[src/sockbits_defs.svh]
// bit positions, reset values and socket count of the socket control bits
// assumes inclusion by the package and design files only
`ifndef SOCKBITS_DEFS_SVH
`define SOCKBITS_DEFS_SVH
`define NUM_SOCKETS          2
`define BIT_PROBE            8
`define BIT_AUTO_PWR_GATE    7
`define BIT_IDLE_GATING      6
`define BIT_ID_WRITE_LOCK    5
`define RST_AUTO_PWR_GATE    1'b0
`define RST_IDLE_GATING      1'b0
`define RST_ID_WRITE_LOCK    1'b1
`define RST_PROBE            1'b0
`endif

[src/sockbits_pkg.sv]
// types shared by the socket control bit logic
// assumes sockbits_defs.svh on the include path
`include "sockbits_defs.svh"
package sockbits_pkg;
  typedef struct packed {
    logic auto_power_switch_gate;
    logic idle_socket_clock_gating_enable;
    logic id_register_write_lock;
  } ctrl_bits_t;
  typedef struct packed {
    logic card_present_cb;
    logic card_idle;
    logic cb_clock_stopped;
  } sock_state_t;
endpackage : sockbits_pkg

[src/probe_flag.sv]
// one socket's probe-active flag, set by start and cleared by done
// assumes start and done are same-clock pulses from the probe engine
`timescale 1ns/1ps
`include "sockbits_defs.svh"
module probe_flag (
  input  wire logic mclk,
  input  wire logic sys_rst,
  input  wire logic probe_start,
  input  wire logic probe_done,
  output logic      active
);
  logic next_active;

  // a start in the same cycle as done wins so a new probe is not lost
  always_comb begin
    next_active = active;
    if (probe_done)
      next_active = 1'b0;
    if (probe_start)
      next_active = 1'b1;
  end

  always_ff @(posedge mclk or posedge sys_rst) begin
    if (sys_rst)
      active <= `RST_PROBE;
    else
      active <= next_active;
  end
endmodule : probe_flag

[src/socket_control_status_bits.sv]
// four socket control and status bits held as plain ports
// assumes probe start/done and socket state come from same-clock logic
`timescale 1ns/1ps
`include "sockbits_defs.svh"
module socket_control_status_bits (
  input  wire logic                        mclk,
  input  wire logic                        sys_rst,
  input  wire logic                        ctrl_wr,
  input  wire logic [15:0]                 ctrl_wdata,
  input  wire logic                        sock_sel,
  input  wire logic [`NUM_SOCKETS-1:0]     probe_start,
  input  wire logic [`NUM_SOCKETS-1:0]     probe_done,
  input  wire logic [`NUM_SOCKETS-1:0]     pwr_ctrl_auto_en,
  input  sockbits_pkg::sock_state_t        sock_state [`NUM_SOCKETS],
  input  wire logic                        id_wr_req,
  output logic [15:0]                      ctrl_rdata,
  output sockbits_pkg::ctrl_bits_t         ctrl,
  output logic [`NUM_SOCKETS-1:0]          card_probe_active,
  output logic [`NUM_SOCKETS-1:0]          auto_power_switch_en,
  output logic [`NUM_SOCKETS-1:0]          sm_clock_run,
  output logic                             id_wr_grant
);
  import sockbits_pkg::*;

  logic [`NUM_SOCKETS-1:0] probe_q;
  ctrl_bits_t              next_ctrl;
  logic [15:0]             next_rdata;
  logic [`NUM_SOCKETS-1:0] next_probe;
  logic [`NUM_SOCKETS-1:0] next_auto_en;
  logic [`NUM_SOCKETS-1:0] next_run;
  logic                    next_grant;

  // one flag per socket, so a probe on one never shows on the other
  genvar g;
  generate
    for (g = 0; g < `NUM_SOCKETS; g++) begin : g_probe
      probe_flag probe_flag_inst (
        .mclk        (mclk),
        .sys_rst     (sys_rst),
        .probe_start (probe_start[g]),
        .probe_done  (probe_done[g]),
        .active      (probe_q[g])
      );
    end
  endgenerate

  // only the three writable positions are taken from the word;
  // bit 8 has no storage here, so a write can never reach the probe flag
  always_comb begin
    next_ctrl = ctrl;
    if (ctrl_wr) begin
      next_ctrl.auto_power_switch_gate          = ctrl_wdata[`BIT_AUTO_PWR_GATE];
      next_ctrl.idle_socket_clock_gating_enable = ctrl_wdata[`BIT_IDLE_GATING];
      next_ctrl.id_register_write_lock          = ctrl_wdata[`BIT_ID_WRITE_LOCK];
    end
  end

  always_ff @(posedge mclk or posedge sys_rst) begin
    if (sys_rst) begin
      ctrl.auto_power_switch_gate          <= `RST_AUTO_PWR_GATE;
      ctrl.idle_socket_clock_gating_enable <= `RST_IDLE_GATING;
      ctrl.id_register_write_lock          <= `RST_ID_WRITE_LOCK;
    end else begin
      ctrl <= next_ctrl;
    end
  end

  // read word follows the control bits in the same cycle as the stored copy
  always_comb begin
    next_rdata                     = 16'h0000;
    next_rdata[`BIT_PROBE]         = probe_q[sock_sel];
    next_rdata[`BIT_AUTO_PWR_GATE] = next_ctrl.auto_power_switch_gate;
    next_rdata[`BIT_IDLE_GATING]   = next_ctrl.idle_socket_clock_gating_enable;
    next_rdata[`BIT_ID_WRITE_LOCK] = next_ctrl.id_register_write_lock;
  end

  // reset word carries only the lock bit, the one control bit that resets high
  always_ff @(posedge mclk or posedge sys_rst) begin
    if (sys_rst)
      ctrl_rdata <= 16'h0020;
    else
      ctrl_rdata <= next_rdata;
  end

  // pin copy of the flags; one cycle behind the flags themselves
  always_comb begin
    next_probe = probe_q;
  end

  always_ff @(posedge mclk or posedge sys_rst) begin
    if (sys_rst)
      card_probe_active <= '0;
    else
      card_probe_active <= next_probe;
  end

  // run level only reports the stop; no clock is actually gated here
  always_comb begin
    next_auto_en = '0;
    next_run     = '1;
    for (int i = 0; i < `NUM_SOCKETS; i++) begin
      next_auto_en[i] = pwr_ctrl_auto_en[i] & next_ctrl.auto_power_switch_gate;
      // run unless every idle condition holds while gating is on
      next_run[i] = ~(next_ctrl.idle_socket_clock_gating_enable
                      & sock_state[i].card_present_cb
                      & sock_state[i].card_idle
                      & sock_state[i].cb_clock_stopped);
    end
  end

  always_ff @(posedge mclk or posedge sys_rst) begin
    if (sys_rst) begin
      auto_power_switch_en <= '0;
      sm_clock_run         <= '1;
    end else begin
      auto_power_switch_en <= next_auto_en;
      sm_clock_run         <= next_run;
    end
  end

  // write permission only; the id registers themselves live elsewhere
  always_comb begin
    next_grant = id_wr_req & ~next_ctrl.id_register_write_lock;
  end

  always_ff @(posedge mclk or posedge sys_rst) begin
    if (sys_rst)
      id_wr_grant <= 1'b0;
    else
      id_wr_grant <= next_grant;
  end

  // sockets written out one by one so a failure names the socket, except AST_PROBE_SEL, AST_AUTO_GATE, AST_CLK_RUN and AST_PROBE_SPLIT (socket 1 only)
  AST_PROBE_SET: assert property (@(posedge mclk) disable iff (sys_rst)
    probe_start[0] |=> ##1 card_probe_active[0])
    else $error("probe flag 0 not set");

  AST_PROBE_SET1: assert property (@(posedge mclk) disable iff (sys_rst)
    probe_start[1] |=> ##1 card_probe_active[1])
    else $error("probe flag 1 not set");

  AST_PROBE_CLR: assert property (@(posedge mclk) disable iff (sys_rst)
    probe_done[0] && !probe_start[0] |=> ##1 !card_probe_active[0])
    else $error("probe flag 0 not cleared");

  AST_PROBE_CLR1: assert property (@(posedge mclk) disable iff (sys_rst)
    probe_done[1] && !probe_start[1] |=> ##1 !card_probe_active[1])
    else $error("probe flag 1 not cleared");

  AST_PROBE_SEL: assert property (@(posedge mclk) disable iff (sys_rst)
    ##1 ctrl_rdata[`BIT_PROBE] == $past(probe_q[sock_sel]))
    else $error("read probe bit wrong socket");

  AST_PROBE_SPLIT: assert property (@(posedge mclk) disable iff (sys_rst)
    !probe_start[1] && !probe_done[1] |=> $stable(probe_q[1]))
    else $error("probe flag 1 moved without its own event");

  AST_AUTO_GATE: assert property (@(posedge mclk) disable iff (sys_rst)
    !ctrl.auto_power_switch_gate |-> auto_power_switch_en == '0)
    else $error("auto power enable leaked");

  AST_AUTO_PASS: assert property (@(posedge mclk) disable iff (sys_rst)
    ctrl_wr && ctrl_wdata[`BIT_AUTO_PWR_GATE] && pwr_ctrl_auto_en[0] |=> auto_power_switch_en[0])
    else $error("auto power enable 0 not passed");

  AST_AUTO_PASS1: assert property (@(posedge mclk) disable iff (sys_rst)
    ctrl_wr && ctrl_wdata[`BIT_AUTO_PWR_GATE] && pwr_ctrl_auto_en[1] |=> auto_power_switch_en[1])
    else $error("auto power enable 1 not passed");

  AST_GATE_WRITE: assert property (@(posedge mclk) disable iff (sys_rst)
    ctrl_wr |=> ctrl.auto_power_switch_gate == $past(ctrl_wdata[`BIT_AUTO_PWR_GATE]))
    else $error("gate bit not written");

  AST_CLK_STOP: assert property (@(posedge mclk) disable iff (sys_rst)
    next_ctrl.idle_socket_clock_gating_enable && sock_state[0].card_present_cb
    && sock_state[0].card_idle && sock_state[0].cb_clock_stopped |=> !sm_clock_run[0])
    else $error("idle socket 0 still clocked");

  AST_CLK_STOP1: assert property (@(posedge mclk) disable iff (sys_rst)
    next_ctrl.idle_socket_clock_gating_enable && sock_state[1].card_present_cb
    && sock_state[1].card_idle && sock_state[1].cb_clock_stopped |=> !sm_clock_run[1])
    else $error("idle socket 1 still clocked");

  AST_CLK_RUN: assert property (@(posedge mclk) disable iff (sys_rst)
    !next_ctrl.idle_socket_clock_gating_enable |=> sm_clock_run == '1)
    else $error("socket clock stopped without gating");

  AST_SAVE_WRITE: assert property (@(posedge mclk) disable iff (sys_rst)
    ctrl_wr |=> ctrl.idle_socket_clock_gating_enable == $past(ctrl_wdata[`BIT_IDLE_GATING]))
    else $error("gating enable not written");

  AST_ID_LOCK: assert property (@(posedge mclk) disable iff (sys_rst)
    id_wr_grant |-> !ctrl.id_register_write_lock)
    else $error("id write while locked");

  AST_ID_GRANT: assert property (@(posedge mclk) disable iff (sys_rst)
    id_wr_req && !next_ctrl.id_register_write_lock |=> id_wr_grant)
    else $error("id write refused while unlocked");

  AST_LOCK_WRITE: assert property (@(posedge mclk) disable iff (sys_rst)
    ctrl_wr |=> ctrl.id_register_write_lock == $past(ctrl_wdata[`BIT_ID_WRITE_LOCK]))
    else $error("lock bit not written");

  AST_CTRL_HOLD: assert property (@(posedge mclk) disable iff (sys_rst)
    !ctrl_wr |=> $stable(ctrl))
    else $error("control bits moved without a write");

  AST_RO_PROBE: assert property (@(posedge mclk) disable iff (sys_rst)
    ctrl_wr && !probe_start[0] && !probe_done[0] |=> $stable(probe_q[0]))
    else $error("write changed probe bit 0");

  AST_RO_PROBE1: assert property (@(posedge mclk) disable iff (sys_rst)
    ctrl_wr && !probe_start[1] && !probe_done[1] |=> $stable(probe_q[1]))
    else $error("write changed probe bit 1");

  COV_PROBE: cover property (@(posedge mclk) disable iff (sys_rst)
    probe_start[0] ##[1:20] probe_done[0]);
  COV_GATE: cover property (@(posedge mclk) disable iff (sys_rst)
    auto_power_switch_en[0]);
  COV_STOP: cover property (@(posedge mclk) disable iff (sys_rst) !sm_clock_run[0]);
  COV_UNLOCK: cover property (@(posedge mclk) disable iff (sys_rst) id_wr_grant);
  COV_SEL1: cover property (@(posedge mclk) disable iff (sys_rst)
    sock_sel && ctrl_rdata[`BIT_PROBE]);
endmodule : socket_control_status_bits

[config.mk]
export PLATFORM = sky130hd
export DESIGN_NAME = socket_control_status_bits
export DESIGN_NICKNAME = d
export VERILOG_FILES = /design/src/sockbits_pkg.sv /design/src/probe_flag.sv /design/src/socket_control_status_bits.sv
export VERILOG_INCLUDE_DIRS = /design/src
export SDC_FILE = /design/constraint.sdc
export NUM_CORES = 1
export LEC_CHECK = 0
export ABC_AREA = 1
export BUFFER_PORTS_ARGS = -buffer_cell sky130_fd_sc_hd__buf_2
export CORE_MARGIN = 2
export CORE_UTILIZATION = 36
export CTS_BUF_LIST = sky130_fd_sc_hd__clkbuf_4 sky130_fd_sc_hd__clkbuf_8
export CTS_CLUSTER_SIZE = 12
export DETAILED_ROUTE_END_ITERATION = 12
export PLACE_DENSITY = 0.85
export SYNTH_ARGS = -nofsm -noshare
export SYNTH_HDL_FRONTEND = slang
export SYNTH_SLANG_ARGS = --single-unit
[constraint.sdc]
create_clock -name mclk -period 1.1 [get_ports mclk]
set_input_delay 0.055 -clock mclk [delete_from_list [all_inputs] [get_ports mclk]]
set_output_delay 0.055 -clock mclk [all_outputs]
set_load 0.01 [all_outputs]
==> results of run 1 <==
[final timing paths]
| kind | startpoint | endpoint | slack, ns |
|---|---|---|---|
| setup / recovery | ctrl_rdata[5] | ctrl_rdata[5] | 0.12 |
| hold / removal | ctrl_wdata[5] | ctrl_rdata[5] | 0.02 |
| max in group asynchronous | sys_rst | ctrl_rdata[5] | 0.42 |
| min in group asynchronous | sys_rst | g_probe[1].probe_flag_inst.active | 0.34 |
| hold reg to reg | g_probe[0].probe_flag_inst.active | card_probe_active[0] | 0.39 |
| setup reg to reg | ctrl_rdata[5] | id_wr_grant | 0.31 |
[power breakdown]
| group | switching (mW) | leakage, nW | total (mW) | internal (mW) |
|---|---|---|---|---|
| Combinational | 0.101 | 0.323 | 0.188 | 0.0872 |
| Clock | 0.142 | 0.0184 | 0.307 | 0.165 |
| Sequential | 0.0130 | 0.147 | 0.527 | 0.514 |
| Total | 0.256 | 0.488 | 1.02 | 0.766 |
[final cells by class]
type,instances,area share
Sequential cell,13,0.398
Timing Repair Buffer,42,0.309
Multi-Input combinational cell,34,0.177
Inverter,12,0.0545
Clock buffer,4,0.0364
Tap cell,16,0.0242
[timing repair]
item | 4_1_cts | 5_1_grt
endpoints found under the setup margin | 0 | 0
hold buffers | 9 | 0
endpoints found under the hold margin | 16 | 0
setup buffers | 0 | 0
[synthesized netlist by cell type]
cell       n
dfrtp_1   10
o21ai_0    1
dfstp_2    3
nand2_2    3
nand2_1   11
inv_2      1
buf_4     15
conb_1     1
inv_1     11
nor2_1     4
o21bai_1   2
nor2_2     1
[state kept, by name, indices dropped and copies added (netlist names)]
register                        count
ctrl_rdata                          4
auto_power_switch_en                2
card_probe_active                   2
g_probe.probe_flag_inst.active      2
sm_clock_run                        2
id_wr_grant                         1
[cells by family (layout without fill, tap and decap cells)]
| logic type | after synthesis | in the layout | share of synthesized area |
|---|---|---|---|
| AO/OA/AOI/OAI | 3 | 3 | 0.0338 |
| AND/OR/NAND/NOR | 19 | 19 | 0.137 |
| buffers and inverters | 27 | 58 | 0.266 |
| flip-flops | 13 | 13 | 0.556 |
| other | 1 | 12 | 0.00634 |
[through the flow]
| step | cell area, um^2 | cells |
|---|---|---|
| floorplan | 633 | 74 |
| global placement | 706 | 108 |
| detailed placement | 706 | 108 |
| CTS | 826 | 121 |
| global route | 826 | 121 |
| finish | 826 | 121 |
[metal layers]
layer / vias up / share of wire
li1: 236 / -
met3: 2 / 0.12
met5: - / 0
met1: 204 / 0.36
met2: 33 / 0.51
met4: 0 / 0.0047
[cells in the final DEF (no fill, tap or decap)]
master / instances
o21ai_0: 1
conb_1: 12
dfrtp_1: 10
inv_1: 11
nor2_2: 1
dfstp_2: 3
o21bai_1: 2
dlygate4sd3_1: 9
clkbuf_4: 4
buf_2: 33
inv_2: 1
nor2_1: 4
nand2_2: 3
nand2_1: 11
==> results by group, run 1 <==
Worst setup path
  • CP Capture Type: output port
  • Slowest stage delay, CP: 0.54 ns
  • Worst endpoint required time: 1.04 ns
  • Crit-path cells: buf_2
  • Setup Crit Path Kind: reg2out
  • Delay-heaviest family, CP: flip-flops
  • Max FO, Critical Path: 3
  • Buf/Inv on CP: 1
  • CP arrival: 0.92 ns
  • R2R depth: 3
  • Critical path's slowest cell: dfstp_2
  • CP Depth: 1
  • Startpoint Class: register

Layout
  • Synth-to-layout area growth: 39.5%
  • FF+latch area: 329 um^2
  • Multi-input logic area: 146 um^2
  • Antenna Diode Count: 0
  • Layout filler cell count: 147
  • Final core occ: 0.542
  • Final net count: 139
  • Layout cell share with drive strength beyond 1: 0.429

Clock network
  • H-tree depth: 1
  • Post-CTS resize count: 0
  • TritonCTS Sinks: 13
  • Clk root buf: clkbuf_4
  • CTS tree: done
  • Clk Latency, worst-skew pair: 0.27 ns
  • Num CTS Buffers: 3
  • Clock buffer depth: 2
  • CTS clk-pin slew, worst paths: 0.07 ns

Floorplanning
  • Initial Util: 0.388
  • Core area: 1520 um^2
  • I/O pins: 59
  • Die ar.: 1980 um^2
  • Floorplan row count: 14
  • Die width: 44.5 um
  • Chip Height: 44.5 um

Place
  • Gpl congestion: 0.613
  • Pre-CTS setup slack: 0.318 ns
  • Final HPWL DP: 764 um
  • I/O Buffers: 33

Route
  • Drt pass-1 iters: 3
  • Final wirelength: 1070 um
  • Final ANT Viol Nets: 0
  • Residual DRC count: 0
  • Initial drt markers: 3
  • Vias per cell: 3.93
  • DR WL/cell: 8.81 um
  • Vias: 475

Power
  • Total power draw: 1.02 mW
  • Leakage: 0.488 nW
  • Power density over the cells: 1240 nW/um^2
  • VDD IR max: 0.417 mV

STA
  • Number of setup violations in the final report: 0
  • Slew Viols, Final: 0
  • Setup TNS: 0 ns
  • Fin Hold WS: 0.0189 ns
  • Fmax: 1020 MHz
  • Minimum clock period: 0.977 ns
  • RSZ-0062 raised after global routing: false
  • Final hold violation count: 0
  • Min setup slack post-route: 0.123 ns
  • Setup Skew: 0.00164 ns
  • Ratio of final minimum period to clock period: 0.888

GRT
  • GRT Overall Usage: 0.131
  • Initial antenna violation count: 0
  • Gr busiest metal: met2
  • GRT met3 Usage: 0.0286
  • Vias in the first global route: 470
  • GRT met1 Usage: 0.136
  • First-pass GRT wire length: 1820 um
  • Met2 Use GR: 0.238
  • Largest net degree at the start of global routing: 14
  • GR Overflow Total: 0

Logic synthesis
  • Distinct cell type count after synthesis: 12
  • Syn Area/Cell: 9.39 um^2
  • Synth area leader: dfrtp_1
  • Synth Warn #: 0
  • Post-Synthesis Cells: 63
  • Synth top area share: 0.423
  • Largest cells by area after synthesis: dfrtp_1 42%, buf_4 19%, dfstp_2 13%
  • Register area share after synthesis: 0.556
  • Flops & latches, synth: 13
  • Post-Syn Area: 592 um^2

Flow run
  • Max Cap Viol: 0

Run status
  • Outcome: finished clean

Hold path
  • Hold Crit Depth: 3
  • Worst hold path class: in2reg
No activity file was read; power rests on OpenSTA's default activity.
==> run 2, diff against run 1 <==
--- a/config.mk
+++ b/config.mk
@@ -13,7 +13,7 @@
 export CTS_BUF_LIST = sky130_fd_sc_hd__clkbuf_4 sky130_fd_sc_hd__clkbuf_8
 export CTS_CLUSTER_SIZE = 12
 export DETAILED_ROUTE_END_ITERATION = 12
-export PLACE_DENSITY = 0.85
+export PLACE_DENSITY_LB_ADDON = 0.15
 export SYNTH_ARGS = -nofsm -noshare
 export SYNTH_HDL_FRONTEND = slang
 export SYNTH_SLANG_ARGS = --single-unit
==> run 2 against run 1 <==
Against the previous run:
- critical path depth did not move
- utilization did not move
- register-to-register slack barely moved
- count of clock-buffer cells in the layout did not move
- highest routed layer unchanged
- largest power group unchanged
==> results by group, run 2 (synthesis gave the netlist of run 1 again) <==
Layout
  • Layout filler cell count: 147 (unchanged)
  • Layout cell share with drive strength beyond 1: 0.429 (unchanged)
  • Most flops, register: ctrl_rdata
  • Fin area: 826 um^2 (unchanged)
  • Max FFs per register: 4 (unchanged)
  • Final net count: 139 (unchanged)
  • Synth-to-layout area growth: 39.5% (unchanged)
  • Commonest non-fill, non-tap cells in the layout: 33 x buf_2, 12 x conb_1, 11 x nand2_1, 11 x inv_1, 10 x dfrtp_1
  • Antenna Diode Count: 0 (unchanged)
  • FF+latch area: 329 um^2 (unchanged)
  • Multi-input logic area: 146 um^2 (unchanged)
  • Commonest non-fill, non-tap cell in the layout: buf_2

Route
  • Vias: 463 (-2.5%)
  • Final ANT Viol Nets: 0 (unchanged)
  • Residual DRC count: 0 (unchanged)
  • Vias per cell: 3.83 (-2.5%)
  • Drt pass-1 iters: 1 (-2)
  • Final wirelength: 997 um (-6.5%)
  • Initial drt markers: 0 (-3)
  • DR WL/cell: 8.24 um (-6.5%)

Place
  • Final HPWL DP: 728 um (-4.7%)
  • Gpl congestion: 0.647 (+5.6%)
  • I/O Buffers: 33 (unchanged)
  • Placed instance area: 706 um^2 (unchanged)

Clock network
  • Num CTS Buffers: 3 (unchanged)
  • Clk root buf: clkbuf_4
  • Post-CTS resize count: 0 (unchanged)
  • TritonCTS Sinks: 13 (unchanged)
  • Clock buffer depth: 2 (unchanged)
  • CTS tree: done
  • H-tree depth: 1 (unchanged)
  • CTS clk-pin slew, worst paths: 0.08 ns (about the same)
  • Clk Latency, worst-skew pair: 0.27 ns (about the same)

STA
  • Final hold violation count: 0 (unchanged)
  • Ratio of final minimum period to clock period: 0.898 (+0.00917)
  • Setup TNS: 0 ns (unchanged)
  • Number of setup violations in the final report: 0 (unchanged)
  • Minimum clock period: 0.987 ns (+0.0101 ns)
  • Fmax: 1010 MHz (-1.0%)
  • Setup Skew: 0.00129 ns (-0.000354 ns)
  • Fin Hold WS: 0.0116 ns (-0.00733 ns)
  • Slew Viols, Final: 0 (unchanged)
  • RSZ-0062 raised after global routing: false

GRT
  • First-pass GRT wire length: 1540 um (-16%)
  • Initial antenna violation count: 0 (unchanged)
  • GR Overflow Total: 0 (unchanged)
  • Vias in the first global route: 405 (-14%)
  • Largest net degree at the start of global routing: 14 (unchanged)
  • GRT Overall Usage: 0.108 (-0.0224)

Floorplanning
  • Initial Util: 0.388 (unchanged)
  • Die ar.: 1980 um^2 (unchanged)
  • Floorplan row count: 14 (unchanged)
  • Die width: 44.5 um (unchanged)
  • Chip Height: 44.5 um (unchanged)
  • Core area: 1520 um^2 (unchanged)
  • I/O pins: 59 (unchanged)

Power
  • VDD IR max: 0.666 mV (+60%)
  • Psw: 0.258 mW (+0.63%)
  • Leakage: 0.488 nW (unchanged)
  • Power Internal: 0.766 mW (about the same)
  • Combinational power share: 0.182 (-0.002)
  • Sw frac: 0.252 (+0.00121)
  • Clk pwr share: 0.303 (+0.003)
  • Sequential share of power: 0.515 (about the same)
  • Power density over the cells: 1240 nW/um^2 (+0.14%)

Worst setup path
  • Worst endpoint required time: 1.04 ns (about the same)
  • Critical path's slowest cell: dfstp_2
  • CP arrival: 0.93 ns (about the same)
  • Slowest stage delay, CP: 0.54 ns (about the same)
  • CP Capture Type: output port
  • Max FO, Critical Path: 3 (unchanged)
  • Crit-path cells: buf_2
  • Setup Crit Path Kind: reg2out
  • Startpoint Class: register
  • Delay-heaviest family, CP: flip-flops
  • Buf/Inv on CP: 1 (unchanged)

Run status
  • Outcome: finished clean

Flow run
  • Max Cap Viol: 0 (unchanged)

Hold path
  • Worst hold path class: in2reg
==> run 2: cell counts in the layout (fill, tap and decap cells not counted) <==
No cell type changed its count.
==> run 2: per-stage QoR <==
stage | utilization | worst slack (ns) | total power [mW] | std cells
after floorplan | - | 0.289 | 0.667 | 74
after global placement | 0.463 | 0.309 | 0.698 | 108
after detailed placement | 0.463 | 0.304 | 0.700 | 108
after CTS | 0.542 | 0.0997 | 1.04 | 121
after global routing | 0.542 | 0.0750 | 1.09 | 121
final | 0.542 | 0.113 | 1.02 | 121
==> run 2: worst register-to-register path, delay by kind of cell, from the launching register on <==
kind / cells / cell delay (ns)
simple gates: 3 / 0.16
flops: 1 / 0.54
==> run 2: path summary, 6_finish.rpt <==
kind	slack [ns]	endpoint	from	cells after the start
worst max-delay path	0.11	ctrl_rdata[5]	ctrl_rdata[5]	1
worst min-delay path	0.01	ctrl_rdata[5]	ctrl_wdata[5]	3
worst max register to register	0.30	id_wr_grant	ctrl_rdata[5]	3
worst min register to register	0.38	card_probe_active[0]	g_probe[0].probe_flag_inst.active	0
max in group asynchronous	0.43	sm_clock_run[0]	sys_rst	3
min in group asynchronous	0.33	auto_power_switch_en[0]	sys_rst	3
==> run 2: timing repair <==
item / in CTS / in global routing
buffers inserted: 0 / 0
hold buffers: 9 / 0
endpoints found under the hold margin: 16 / 0
==> run 2: final cells by class <==
cell class	instances	share of cell area
timing repair buffer	42	0.309
inverter	12	0.0545
clock buffer	4	0.0364
sequential	13	0.398
multi-input combinational	34	0.177
tap	16	0.0242
==> run 2: power by group through the flow <==
| stage | clock network, mW | registers, mW | logic [mW] |
|---|---|---|---|
| 6_report | 0.311 | 0.527 | 0.186 |
| 5_1_grt | 0.348 | 0.531 | 0.210 |
| 4_1_cts | 0.324 | 0.528 | 0.188 |
| 3_5_place_dp | 0 | 0.537 | 0.163 |
| 3_3_place_gp | 0 | 0.536 | 0.162 |
| 2_1_floorplan | 0 | 0.553 | 0.115 |
==> run 2: per-layer routing <==
metal  global-route usage  wire length, um  vias up
met1                0.117              341      198
met5                    0                0        -
met2                0.188              520       28
li1                     -                -      235
met3               0.0204              117        2
met4               0.0727               19        0
